==> src/otg_stat_regs.svh <==
// Register offsets, field positions, reset values and timing counts
// of the OTG status and event flag block.
// Assumes a 10 MHz hclk and a word-wide AHB-Lite register port.
`ifndef OTG_STAT_REGS_SVH
`define OTG_STAT_REGS_SVH

// ****************************************************
// Register byte offsets
// ****************************************************
`define OFS_LINE_STATUS 6'h00
`define OFS_EVENT_FLAGS 6'h04
`define OFS_EVENT_MASK 6'h08
`define OFS_ERR_ENABLE 6'h0C
`define OFS_ERR_STATUS 6'h10

// ****************************************************
// Field positions
// ****************************************************
`define BIT_CABLE_TYPE 7
`define BIT_LINE_STABLE 5
`define BIT_SESSION_VALID 3
`define BIT_B_SESSION_END 2
`define BIT_A_VBUS_OK 0
`define BIT_BUS_QUIET 4
`define BIT_TOKEN_DONE 3
`define BIT_ERROR_SUMMARY 1

// ****************************************************
// Reset values and timing
// ****************************************************
`define RST_BYTE 8'h00
`define RST_WORD 32'h0000_0000
`define CLK_KHZ 10000
`define LINE_STABLE_MS 1
`define BUS_QUIET_MS 3
`define LINE_STABLE_CYCLES (`LINE_STABLE_MS * `CLK_KHZ)
`define BUS_QUIET_CYCLES (`BUS_QUIET_MS * `CLK_KHZ)

`endif

==> src/otg_stat_pkg.sv <==
// Types shared by the OTG status and event flag block.
// Assumes the constants header sits in the same folder.
`default_nettype none
package otg_stat_pkg;

   // ****************************************************
   // Cable and line levels from the transceiver
   // ****************************************************
   typedef struct packed {
      logic cable_type_indicator;
      logic line_se0;
      logic line_j_level;
      logic vbus_session_valid_flag;
   } usb_line_t;

   // ****************************************************
   // Complete state of the block
   // ****************************************************
   typedef struct packed {
      usb_line_t sync1;
      usb_line_t sync2;
      logic [1:0] line_prev;
      logic [15:0] stable_cnt;
      logic line_stable;
      logic [15:0] quiet_cnt;
      logic [7:0] flags;
      logic [7:0] mask;
      logic [7:0] err_stat;
      logic [7:0] err_en;
      logic wr_pend;
      logic [5:0] waddr;
      logic [31:0] rdata;
      logic irq;
      logic advance;
   } state_t;

endpackage
`default_nettype wire

==> src/otg_line_status.sv <==
// OTG line status, event flags, masks and interrupt over AHB-Lite.
// Assumes line pins are asynchronous and event pulses come from hclk logic.
//
// Register access over AHB-Lite and the placing of the registers were left to the implementer.
`include "otg_stat_regs.svh"
`timescale 1ns/1ps
`default_nettype none

module otg_line_status #(
   parameter int unsigned LINE_STABLE_CYCLES = `LINE_STABLE_CYCLES,
   parameter int unsigned BUS_QUIET_CYCLES = `BUS_QUIET_CYCLES
) (
   input wire logic hclk,
   input wire logic hresetn,
   input wire logic hsel,
   input wire logic [31:0] haddr,
   input wire logic [1:0] htrans,
   input wire logic hwrite,
   input wire logic [2:0] hsize,
   input wire logic [31:0] hwdata,
   input wire logic hready,
   output logic [31:0] hrdata,
   output logic hreadyout,
   output logic hresp,
   input wire otg_stat_pkg::usb_line_t line_pins,
   input wire logic [7:0] hw_events,
   input wire logic [7:0] err_events,
   output logic usb_irq,
   output logic stat_queue_advance
);

   // ****************************************************
   // State
   // ****************************************************
   otg_stat_pkg::state_t state_reg;
   otg_stat_pkg::state_t state_next;
   logic [15:0] stable_last;
   logic [15:0] quiet_last;
   logic a_role;
   logic line_idle;
   logic line_changed;
   logic quiet_event;
   logic [7:0] set_vec;
   logic [7:0] clr_vec;
   logic wr_flags;
   logic err_summary;
   logic addr_sel;

   assign stable_last = 16'(LINE_STABLE_CYCLES - 1);
   assign quiet_last = 16'(BUS_QUIET_CYCLES - 1);

   // ****************************************************
   // Decoded conditions
   // ****************************************************
   // An ID pin pulled low by an A plug makes this end the A device
   assign a_role = ~state_reg.sync2.cable_type_indicator;
   // Full-speed idle is J with no SE0
   assign line_idle = state_reg.sync2.line_j_level & ~state_reg.sync2.line_se0;
   assign line_changed = state_reg.line_prev !=
                         {state_reg.sync2.line_se0, state_reg.sync2.line_j_level};
   assign quiet_event = line_idle && (state_reg.quiet_cnt == quiet_last);
   assign wr_flags = state_reg.wr_pend && (state_reg.waddr == `OFS_EVENT_FLAGS);
   assign err_summary = |(state_reg.err_stat & state_reg.err_en);
   assign addr_sel = hsel && hready && htrans[1];

   always_comb
   begin
      set_vec = hw_events;
      set_vec[`BIT_BUS_QUIET] = quiet_event;
      set_vec[`BIT_ERROR_SUMMARY] = 1'b0;
      clr_vec = wr_flags ? hwdata[7:0] : 8'h00;
      clr_vec[`BIT_ERROR_SUMMARY] = 1'b0;
   end

   function automatic logic [31:0] read_word(input logic [5:0] addr,
                                             input otg_stat_pkg::state_t s,
                                             input otg_stat_pkg::usb_line_t pins,
                                             input logic esum);
      logic [31:0] w;
      w = `RST_WORD;
      case (addr)
         `OFS_LINE_STATUS:
         begin
            w[`BIT_CABLE_TYPE] = pins.cable_type_indicator;
            w[`BIT_LINE_STABLE] = s.line_stable;
            w[`BIT_SESSION_VALID] = pins.vbus_session_valid_flag;
            w[`BIT_B_SESSION_END] = pins.cable_type_indicator
                                    & ~pins.vbus_session_valid_flag;
            w[`BIT_A_VBUS_OK] = ~pins.cable_type_indicator
                                & pins.vbus_session_valid_flag;
         end
         `OFS_EVENT_FLAGS:
         begin
            w[7:0] = s.flags;
            w[`BIT_ERROR_SUMMARY] = esum;
         end
         `OFS_EVENT_MASK: w[7:0] = s.mask;
         `OFS_ERR_ENABLE: w[7:0] = s.err_en;
         `OFS_ERR_STATUS: w[7:0] = s.err_stat;
         default: w = `RST_WORD;
      endcase
      return w;
   endfunction

   // ****************************************************
   // Next state
   // ****************************************************
   always_comb
   begin
      state_next = state_reg;

      // Pins cross into hclk through two flops
      state_next.sync1 = line_pins;
      state_next.sync2 = state_reg.sync1;

      // Line stability timer
      state_next.line_prev = {state_reg.sync2.line_se0, state_reg.sync2.line_j_level};
      if (line_changed)
      begin
         state_next.stable_cnt = 16'h0000;
         state_next.line_stable = 1'b0;
      end
      else if (state_reg.stable_cnt == stable_last)
      begin
         state_next.line_stable = 1'b1;
      end
      else
      begin
         state_next.stable_cnt = state_reg.stable_cnt + 16'h0001;
      end

      // Idle timer stops at its end so one idle stretch raises one event
      if (!line_idle)
      begin
         state_next.quiet_cnt = 16'h0000;
      end
      else if (state_reg.quiet_cnt != 16'hFFFF && !quiet_event)
      begin
         state_next.quiet_cnt = state_reg.quiet_cnt + 16'h0001;
      end
      else
      begin
         state_next.quiet_cnt = 16'hFFFF;
      end

      // Set beats clear in the same cycle
      state_next.flags = (state_reg.flags & ~clr_vec) | set_vec;
      state_next.err_stat = state_reg.err_stat | err_events;
      state_next.advance = wr_flags && hwdata[`BIT_TOKEN_DONE]
                           && state_reg.flags[`BIT_TOKEN_DONE];

      // Data phase writes
      if (state_reg.wr_pend)
      begin
         case (state_reg.waddr)
            `OFS_EVENT_MASK: state_next.mask = hwdata[7:0];
            `OFS_ERR_ENABLE: state_next.err_en = hwdata[7:0];
            `OFS_ERR_STATUS:
            begin
               state_next.err_stat = (state_reg.err_stat & ~hwdata[7:0])
                                     | err_events;
            end
            default:
            begin
               state_next.mask = state_next.mask;
            end
         endcase
      end

      // Address phase; read data is built from the updated values so a
      // read right after a write sees the write
      state_next.wr_pend = addr_sel && hwrite;
      state_next.waddr = addr_sel ? haddr[5:0] : state_reg.waddr;
      if (addr_sel && !hwrite)
      begin
         // Pin levels come from the second sync flop only; the first may be metastable
         state_next.rdata = read_word(haddr[5:0], state_next, state_reg.sync2,
                                      |(state_next.err_stat & state_next.err_en));
      end
      else
      begin
         state_next.rdata = `RST_WORD;
      end

      // Error summary is recomputed for the interrupt; bit 1 of the mask gates it
      state_next.irq = |(state_next.flags & state_next.mask)
                       | (state_next.mask[`BIT_ERROR_SUMMARY]
                          & |(state_next.err_stat & state_next.err_en));
   end

   always_ff @(posedge hclk or negedge hresetn)
   begin
      if (!hresetn)
      begin
         state_reg <= '0;
      end
      else
      begin
         state_reg <= state_next;
      end
   end

   // ****************************************************
   // Outputs
   // ****************************************************
   // Zero wait states; every transfer answers OKAY
   assign hrdata = state_reg.rdata;
   assign hreadyout = 1'b1;
   assign hresp = 1'b0;
   assign usb_irq = state_reg.irq;
   assign stat_queue_advance = state_reg.advance;

   // ****************************************************
   // Checks
   // ****************************************************
   logic rd_status_q;
   logic [7:0] clr_q;
   logic [7:0] set_q;
   logic rd_flags_q;
   logic rd_any_q;

   always_ff @(posedge hclk or negedge hresetn)
   begin
      if (!hresetn)
      begin
         rd_status_q <= 1'b0;
         rd_flags_q <= 1'b0;
         rd_any_q <= 1'b0;
         clr_q <= 8'h00;
         set_q <= 8'h00;
      end
      else
      begin
         rd_status_q <= addr_sel && !hwrite && (haddr[5:0] == `OFS_LINE_STATUS);
         rd_flags_q <= addr_sel && !hwrite && (haddr[5:0] == `OFS_EVENT_FLAGS);
         rd_any_q <= addr_sel && !hwrite;
         clr_q <= clr_vec;
         set_q <= set_vec;
      end
   end

   cable_bit_a: assert property (@(posedge hclk) disable iff (!hresetn)
      rd_status_q |-> hrdata[`BIT_CABLE_TYPE] == $past(state_reg.sync2.cable_type_indicator))
      else $error("cable type bit wrong");

   stable_drop_a: assert property (@(posedge hclk) disable iff (!hresetn)
      line_changed |=> !state_reg.line_stable && state_reg.stable_cnt == 16'h0000)
      else $error("line stable not cleared on change");

   stable_rise_a: assert property (@(posedge hclk) disable iff (!hresetn)
      $rose(state_reg.line_stable) |-> $past(state_reg.stable_cnt) == stable_last)
      else $error("line stable set early");

   session_bits_a: assert property (@(posedge hclk) disable iff (!hresetn)
      rd_status_q |-> hrdata[`BIT_SESSION_VALID] == $past(state_reg.sync2.vbus_session_valid_flag)
         && hrdata[`BIT_B_SESSION_END] == ($past(state_reg.sync2.cable_type_indicator)
         && !$past(state_reg.sync2.vbus_session_valid_flag))
         && hrdata[`BIT_A_VBUS_OK] == (!$past(state_reg.sync2.cable_type_indicator)
         && $past(state_reg.sync2.vbus_session_valid_flag)))
      else $error("session bits wrong");

   reserved_zero_a: assert property (@(posedge hclk) disable iff (!hresetn)
      rd_status_q |-> hrdata[31:8] == 24'h000000 && !hrdata[6] && !hrdata[4] && !hrdata[1])
      else $error("reserved status bits not zero");

   w1c_clear_a: assert property (@(posedge hclk) disable iff (!hresetn)
      ##1 ((state_reg.flags & clr_q & ~set_q) == 8'h00)
         && ((state_reg.flags | clr_q) == ($past(state_reg.flags) | set_q | clr_q)))
      else $error("write one to clear misbehaves");

   flag_sticky_a: assert property (@(posedge hclk) disable iff (!hresetn)
      |set_vec |=> (state_reg.flags & set_q) == set_q)
      else $error("event flag not set");

   queue_advance_a: assert property (@(posedge hclk) disable iff (!hresetn)
      wr_flags && hwdata[`BIT_TOKEN_DONE] && state_reg.flags[`BIT_TOKEN_DONE]
      |=> stat_queue_advance ##1 !stat_queue_advance)
      else $error("queue advance pulse missing");

   quiet_flag_a: assert property (@(posedge hclk) disable iff (!hresetn)
      $rose(state_reg.flags[`BIT_BUS_QUIET]) |-> $past(quiet_event))
      else $error("bus quiet flag without idle time");

   err_summary_a: assert property (@(posedge hclk) disable iff (!hresetn)
      !state_reg.flags[`BIT_ERROR_SUMMARY])
      else $error("error summary stored as writable flag");

   irq_level_a: assert property (@(posedge hclk) disable iff (!hresetn)
      |(state_reg.flags & state_reg.mask) |-> usb_irq)
      else $error("interrupt not raised");

   // ****************************************************
   // Role, timer, error and bus checks
   // ****************************************************

   role_b_end_a: assert property (@(posedge hclk) disable iff (!hresetn)
      rd_status_q && hrdata[`BIT_B_SESSION_END] |-> !$past(a_role))
      else $error("session end shown in A role");

   role_a_vbus_a: assert property (@(posedge hclk) disable iff (!hresetn)
      rd_status_q && hrdata[`BIT_A_VBUS_OK] |-> $past(a_role))
      else $error("A VBUS valid shown in B role");

   stable_hold_a: assert property (@(posedge hclk) disable iff (!hresetn)
      state_reg.line_stable |-> state_reg.stable_cnt == stable_last)
      else $error("line stable without full count");

   stable_keep_a: assert property (@(posedge hclk) disable iff (!hresetn)
      state_reg.line_stable && !line_changed |=> state_reg.line_stable)
      else $error("line stable dropped without change");

   quiet_rearm_a: assert property (@(posedge hclk) disable iff (!hresetn)
      !line_idle |=> state_reg.quiet_cnt == 16'h0000)
      else $error("idle timer not restarted");

   quiet_once_a: assert property (@(posedge hclk) disable iff (!hresetn)
      quiet_event |=> state_reg.quiet_cnt == 16'hFFFF && !quiet_event)
      else $error("idle timer raised twice");

   advance_cause_a: assert property (@(posedge hclk) disable iff (!hresetn)
      stat_queue_advance |-> clr_q[`BIT_TOKEN_DONE] && $past(state_reg.flags[`BIT_TOKEN_DONE]))
      else $error("queue advanced without token done clear");

   err_latch_a: assert property (@(posedge hclk) disable iff (!hresetn)
      |err_events |=> (state_reg.err_stat & $past(err_events)) == $past(err_events))
      else $error("error condition not latched");

   esum_read_a: assert property (@(posedge hclk) disable iff (!hresetn)
      rd_flags_q |-> hrdata[`BIT_ERROR_SUMMARY] == err_summary && hrdata[31:8] == 24'h000000)
      else $error("error summary read wrong");

   irq_low_a: assert property (@(posedge hclk) disable iff (!hresetn)
      !(|(state_reg.flags & state_reg.mask))
         && !(state_reg.mask[`BIT_ERROR_SUMMARY] && err_summary) |-> !usb_irq)
      else $error("interrupt raised with nothing pending");

   rdata_idle_a: assert property (@(posedge hclk) disable iff (!hresetn)
      !rd_any_q |-> hrdata == 32'h0000_0000)
      else $error("read data outside read data phase");

   mask_write_a: assert property (@(posedge hclk) disable iff (!hresetn)
      state_reg.wr_pend && state_reg.waddr == `OFS_EVENT_MASK
         |=> state_reg.mask == $past(hwdata[7:0]))
      else $error("event mask write lost");

endmodule // otg_line_status
`default_nettype wire

==> config.mk <==
export PLATFORM = sky130hd
export DESIGN_NAME = otg_line_status
export DESIGN_NICKNAME = d
export VERILOG_FILES = /design/src/otg_stat_pkg.sv /design/src/otg_line_status.sv
export VERILOG_INCLUDE_DIRS = /design/src
export SDC_FILE = /design/constraint.sdc
export NUM_CORES = 1
export LEC_CHECK = 0
export ABC_AREA = 0
export BUFFER_PORTS_ARGS = -buffer_cell sky130_fd_sc_hd__buf_2
export CAP_MARGIN = 15
export CORE_AREA = 2 2 135 137
export DETAILED_ROUTE_END_ITERATION = 10
export DIE_AREA = 0 0 137 139
export MAX_ROUTING_LAYER = met4
export PLACE_DENSITY = 0.5
export SLEW_MARGIN = 20
export SYNTH_ARGS = -nofsm -noshare
export SYNTH_HDL_FRONTEND = slang
export SYNTH_SLANG_ARGS = --single-unit
export TNS_END_PERCENT = 50
==> constraint.sdc <==
create_clock -name hclk -period 2.45 [get_ports hclk]
set_clock_uncertainty 0.05 [all_clocks]
set_input_delay 0.735 -clock hclk [delete_from_list [all_inputs] [get_ports hclk]]
set_output_delay 0.735 -clock hclk [all_outputs]
set_load 0.01 [all_outputs]
==> run summary, run 1 <==
Worst Tran Pin Value -> 0.9262 ns
Routability congestion estimate -> 0.7936
Top Ports -> 130
Failing checks -> setup timing
Total GRT Usage -> 11.73%
Chip width -> 137 um
Rows -> 49
Most instantiated cells after synthesis -> dfrtp_1 (91), buf_4 (34), nor2_1 (33), nand2_1 (32), a21oi_1 (29)
Clk_lat worst skew -> 0.34 ns
Antenna violations before repair -> 0
Post-synth top area share -> 53.03%
Die Ht -> 139 um
Share of layout cells above drive strength 1 -> 28.51%
DR WL met3 -> 502 um
Cell with the most instances after synthesis -> dfrtp_1
Endpoints failing setup -> 1
Status -> finished with violations
Asr flop ratio synth -> 100.0%
PortBufs -> 47
Class of the worst hold path -> input port to async pin
1st-iter DRT viols -> 241
Syn Std Cell Area -> 0.004294 mm^2
Max reg flops -> 75
RSZ-0062 raised after global routing -> yes
Vias -> 3238
Post-synthesis instance total -> 408
Max capacitance violation total -> 0
Most used DFF post-synth -> dfrtp_1
Worst setup margin -> -0.05886 ns
Crit path max fanout -> 7
PwrDens -> 595.4 mW/mm^2
Root Buffer -> clkbuf_16
Synth area leader -> dfrtp_1
Critical Path RT -> 2.58 ns
Core Box Area -> 0.01766 mm^2
Diodes inserted -> 0
Initial core utilization -> 24.32%
Worst R2R Start -> state_reg[39]
TritonCTS clock tree -> done
Highest metal used -> met4
Cell area after layout -> 0.005361 mm^2
CP endpoint kind -> flip-flop
Fin nets -> 596
DRC violations left -> 0
Post-synthesis register bit count -> 91
Die area -> 0.01904 mm^2
DR pass1 iterations -> 4
Leak -> 2.301 nW
Endpoints failing hold -> 0
Peak VDD IR -> 0.0003940 V
Sink Count -> 91
Synth Area per Inst -> 10.52 um^2
Met1 Wirelength -> 4.777 mm
EDFF count, synth -> 0
Pin count of the biggest net entering global routing -> 36
Count of different cell masters after synthesis -> 48
Final wirelength -> 10.43 mm
Top cells by area, synth -> dfrtp_1 (53%), buf_4 (5.9%), mux2_2 (3.9%), a21oi_1 (3.4%), nor2_1 (2.9%)
Fmax -> 398.6 MHz
Via/cell ratio -> 4.411
Layout fillers -> 1862
H-tree levels -> 3
Wire per inst -> 14.21 um
Crit path launch type -> flip-flop
GRT Residual Overflow -> 0
Crit Path Class -> flip-flop to flip-flop
Final Cycle Share -> 102.4%
Min Tclk post-route -> 2.509 ns
First-pass GRT wire length -> 16.99 mm
Worst hold slack -> 0.2935 ns
Clock Tree Buf Depth -> 2
Worst setup path start -> state_reg[39]
CTS clk-pin slew, worst paths -> 0.06 ns
Slew Limit Headroom -> 37.72%
# hold bufs at CTS -> 0
Routed wl met2 -> 5.074 mm
Area post-placement -> 0.005031 mm^2
Area growth syn-to-layout -> 24.85%
Synth warn -> 0
ANT nets after route -> 0
CTS Buf Count -> 9
DPL Wire Length -> 7.693 mm
Final core occ -> 30.36%
CP arrival -> 2.64 ns
Post-synthesis sequential area ratio -> 53.03%
Max-slew violations -> 0
Placement Setup Slack -> -0.1924 ns
Vias in the first global route -> 3259
Area occupied by multi-input gates -> 0.001828 mm^2
Sequential cell area -> 0.002277 mm^2
final timing paths:
| check | cells past startpoint | slack [ns] | to |
|---|---|---|---|
| max | 6 | -0.06 | usb_irq |
| min | 1 | 0.29 | state_reg[35] |
| max reg2reg | 6 | -0.06 | usb_irq |
| min reg2reg | 0 | 0.30 | state_next[106] |
| max in group asynchronous | 2 | 1.36 | state_reg[103] |
| min in group hclk | 0 | 0.30 | state_next[106] |
routing by layer:
metal	GRT usage, %	vias to the layer above
li1	-	1566
met1	15.07	1592
met2	18.49	74
met3	3.253	6
met4	2.442	0
met5	-	-
worst max-delay path, cell delays in order, from the launching register on:
cell and delay (ns):
dfrtp_1 0.38, or4b_4 0.62, o32ai_1 0.46, a21oi_1 0.16
a2111oi_4 0.36, a31o_2 0.21, nand4_1 0.13
cells by family (layout without fill, tap and decap cells):
kind of cell	Yosys count	after routing	share of synthesized area, %
and+or+nand+nor	134	134	16.38
DFF	91	91	53.03
AOI/OAI and AO/OA	81	81	12.24
buffers and inverters	55	128	7.838
xor gates and xnor gates	24	24	4.895
muxes	19	19	4.866
adders and majority gates	2	2	0.5827
other	2	26	0.1749
area by class of cell:
cell class | instances | area share [%]
clock buffers | 10 | 4.457
clock inverters | 6 | 0.7701
inverters | 14 | 0.9802
multi-input cells | 286 | 34.10
flip-flops and latches | 91 | 42.47
well taps | 229 | 5.344
repair buffers | 98 | 11.88
metrics by stage:
| stage | power (mW) | cells | setup TNS (ns) |
|---|---|---|---|
| after floorplan | 1.779 | 432 | 0 |
| after global placement | 1.903 | 718 | -0.5424 |
| after detailed placement | 1.910 | 718 | -0.5413 |
| after CTS | 3.226 | 735 | -0.2292 |
| after global routing | 3.341 | 734 | -0.3166 |
| final | 3.192 | 734 | -0.05886 |
layout by cell type, fill, tap and decap left out, types with 10 or more instances in the layout:
cell / Yosys / layout
conb_1: 2 / 26
xor2_1: 14 / 14
nand3_1: 17 / 17
xnor2_1: 10 / 10
inv_1: 14 / 14
nand2_1: 32 / 30
o21ai_0: 11 / 11
a21oi_1: 29 / 29
buf_4: 34 / 50
buf_2: 2 / 46
mux2_2: 15 / 15
dfrtp_1: 91 / 91
nor2_1: 33 / 33
where the power goes:
part           internal (mW)  switching [mW]
sequential              1.56          0.0271
clock                  0.713           0.589
combinational          0.129           0.175
total                   2.40           0.791
timing repair:
| action | in CTS | in global routing |
|---|---|---|
| setup buffers | 1 | 0 |
| setup endpoints to repair | 5 | 9 |
| pin swaps | 11 | 5 |
| resized for setup | 6 | 4 |
(Power assumes the default switching activity.)
==> inputs of run 2 (changes only) <==
--- a/config.mk
+++ b/config.mk
@@ -14,6 +14,7 @@
 export DIE_AREA = 0 0 137 139
 export MAX_ROUTING_LAYER = met4
 export PLACE_DENSITY = 0.5
+export RECOVER_POWER = 50
 export SLEW_MARGIN = 20
 export SYNTH_ARGS = -nofsm -noshare
 export SYNTH_HDL_FRONTEND = slang
==> run summary, run 2 (same netlist as run 1, synthesis figures left out) <==
Status -> finished with violations
Failing checks -> setup timing
Top Ports -> 130
Area growth syn-to-layout -> 24.27%
Placement Setup Slack -> -0.1924 ns
DRC violations left -> 0
Min Tclk post-route -> 2.515 ns
Via/cell ratio -> 4.401
Clk_lat worst skew -> 0.34 ns
R2R cell count -> 7
Diodes inserted -> 0
Vias -> 3230
GRT Residual Overflow -> 0
Endpoints failing hold -> 0
Fin nets -> 596
Initial core utilization -> 24.32%
DPL Wire Length -> 7.693 mm
Crit Path Class -> flip-flop to flip-flop
Worst setup margin -> -0.06476 ns
CTS Buf Count -> 9
Worst r2r dst -> usb_irq
R2R Setup Slk -> -0.06 ns
CP Capture Point -> usb_irq
Vias in the first global route -> 3259
Worst Tran Pin Value -> 0.9304 ns
RSZ-0062 raised after global routing -> yes
Total GRT Usage -> 11.73%
Final wirelength -> 10.40 mm
Clock Tree Buf Depth -> 2
Worst hold slack -> 0.3029 ns
Final Cycle Share -> 102.6%
Root Buffer -> clkbuf_16
Worst R2R Start -> state_reg[39]
Worst setup path start -> state_reg[39]
PortBufs -> 47
Die area -> 0.01904 mm^2
Sink Count -> 91
Wire per inst -> 14.17 um
First-pass GRT wire length -> 16.99 mm
DR pass1 iterations -> 4
Antenna violations before repair -> 0
Class of the worst hold path -> flip-flop to flip-flop
Rows -> 49
Slew Limit Headroom -> 37.44%
Die Ht -> 139 um
Fmax -> 397.7 MHz
Critical Path RT -> 2.58 ns
Max-slew violations -> 0
Leak -> 2.289 nW
H-tree levels -> 3
Pin count of the biggest net entering global routing -> 36
ANT nets after route -> 0
Max reg flops -> 75
CP endpoint kind -> flip-flop
CTS clk-pin slew, worst paths -> 0.06 ns
CP arrival -> 2.64 ns
Most common cell after layout, fill and taps aside -> dfrtp_1
Crit path max fanout -> 7
Core Box Area -> 0.01766 mm^2
PwrDens -> 597.1 mW/mm^2
Share of layout cells above drive strength 1 -> 28.12%
Peak VDD IR -> 0.0003939 V
Layout fillers -> 1864
1st-iter DRT viols -> 242
Max capacitance violation total -> 0
Endpoints failing setup -> 1
Chip width -> 137 um
Routability congestion estimate -> 0.7936
Most frequent cells in the layout -> dfrtp_1 (91), buf_4 (47), buf_2 (45)
TritonCTS clock tree -> done
Crit path launch type -> flip-flop
-- run 2: cell type report --
| type | instances | area (um^2) | area share [%] |
|---|---|---|---|
| multi-input cells | 286 | 1828 | 34.26 |
| clock inverters | 6 | 41.29 | 0.7737 |
| repair buffers | 98 | 611.8 | 11.47 |
| inverters | 14 | 52.55 | 0.9848 |
| clock buffers | 10 | 239.0 | 4.478 |
| well taps | 229 | 286.5 | 5.369 |
| flip-flops and latches | 91 | 2277 | 42.67 |
-- run 2: critical path, stage by stage, from the launching register on --
cell and delay, ns:
dfrtp_1 0.38, or4b_4 0.62, nor4b_4 0.33, buf_6 0.20
nand2_1 0.06, a21o_1 0.19, a222oi_1 0.33, nand4_1 0.19
-- run 2: worst min path at each step --
stage	startpoint	to	slack (ns)	depth (start not counted)
after floorplan	state_next[109]	state_next[106]	0.28	0
after global placement	state_next[109]	state_next[106]	0.29	0
after detailed placement	state_next[109]	state_next[106]	0.29	0
after CTS	hresetn	state_reg[35]	0.31	1
after global routing	state_next[110]	state_next[107]	0.31	0
final	state_next[109]	state_next[106]	0.30	0
-- run 2: stage by stage --
| step | total power, mW | TNS [ns] | std cells | utilization [%] | area, um^2 |
|---|---|---|---|---|---|
| 2_1_floorplan | 1.779 | 0 | 432 | - | 4389 |
| 3_3_place_gp | 1.903 | -0.5424 | 718 | 28.46 | 5025 |
| 3_5_place_dp | 1.910 | -0.5413 | 718 | 28.49 | 5031 |
| 4_1_cts | 3.226 | -0.2292 | 735 | 30.31 | 5353 |
| 5_1_grt | 3.336 | -0.3166 | 734 | 30.22 | 5336 |
| 6_report | 3.187 | -0.06476 | 734 | 30.22 | 5336 |
-- run 2: power breakdown --
| group | leakage, nW | internal (mW) | switching [mW] | total [mW] |
|---|---|---|---|---|
| registers | 1.12 | 1.56 | 0.0269 | 1.59 |
| clock network | 0.130 | 0.713 | 0.589 | 1.30 |
| logic | 1.04 | 0.124 | 0.175 | 0.299 |
-- run 2: layer usage --
layer	vias up	track usage, %	share of wire, %
met1	1593	15.07	46
met4	0	2.442	0.72
met5	-	-	0
li1	1566	-	-
met3	6	3.253	4.6
met2	65	18.49	49
-- run 2: what timing repair did --
action | CTS | global route
buffers inserted | 1 | 0
resized for setup | 6 | 4
pin swaps | 11 | 5
hold buffers | 0 | 0
setup endpoints to repair | 5 | 9
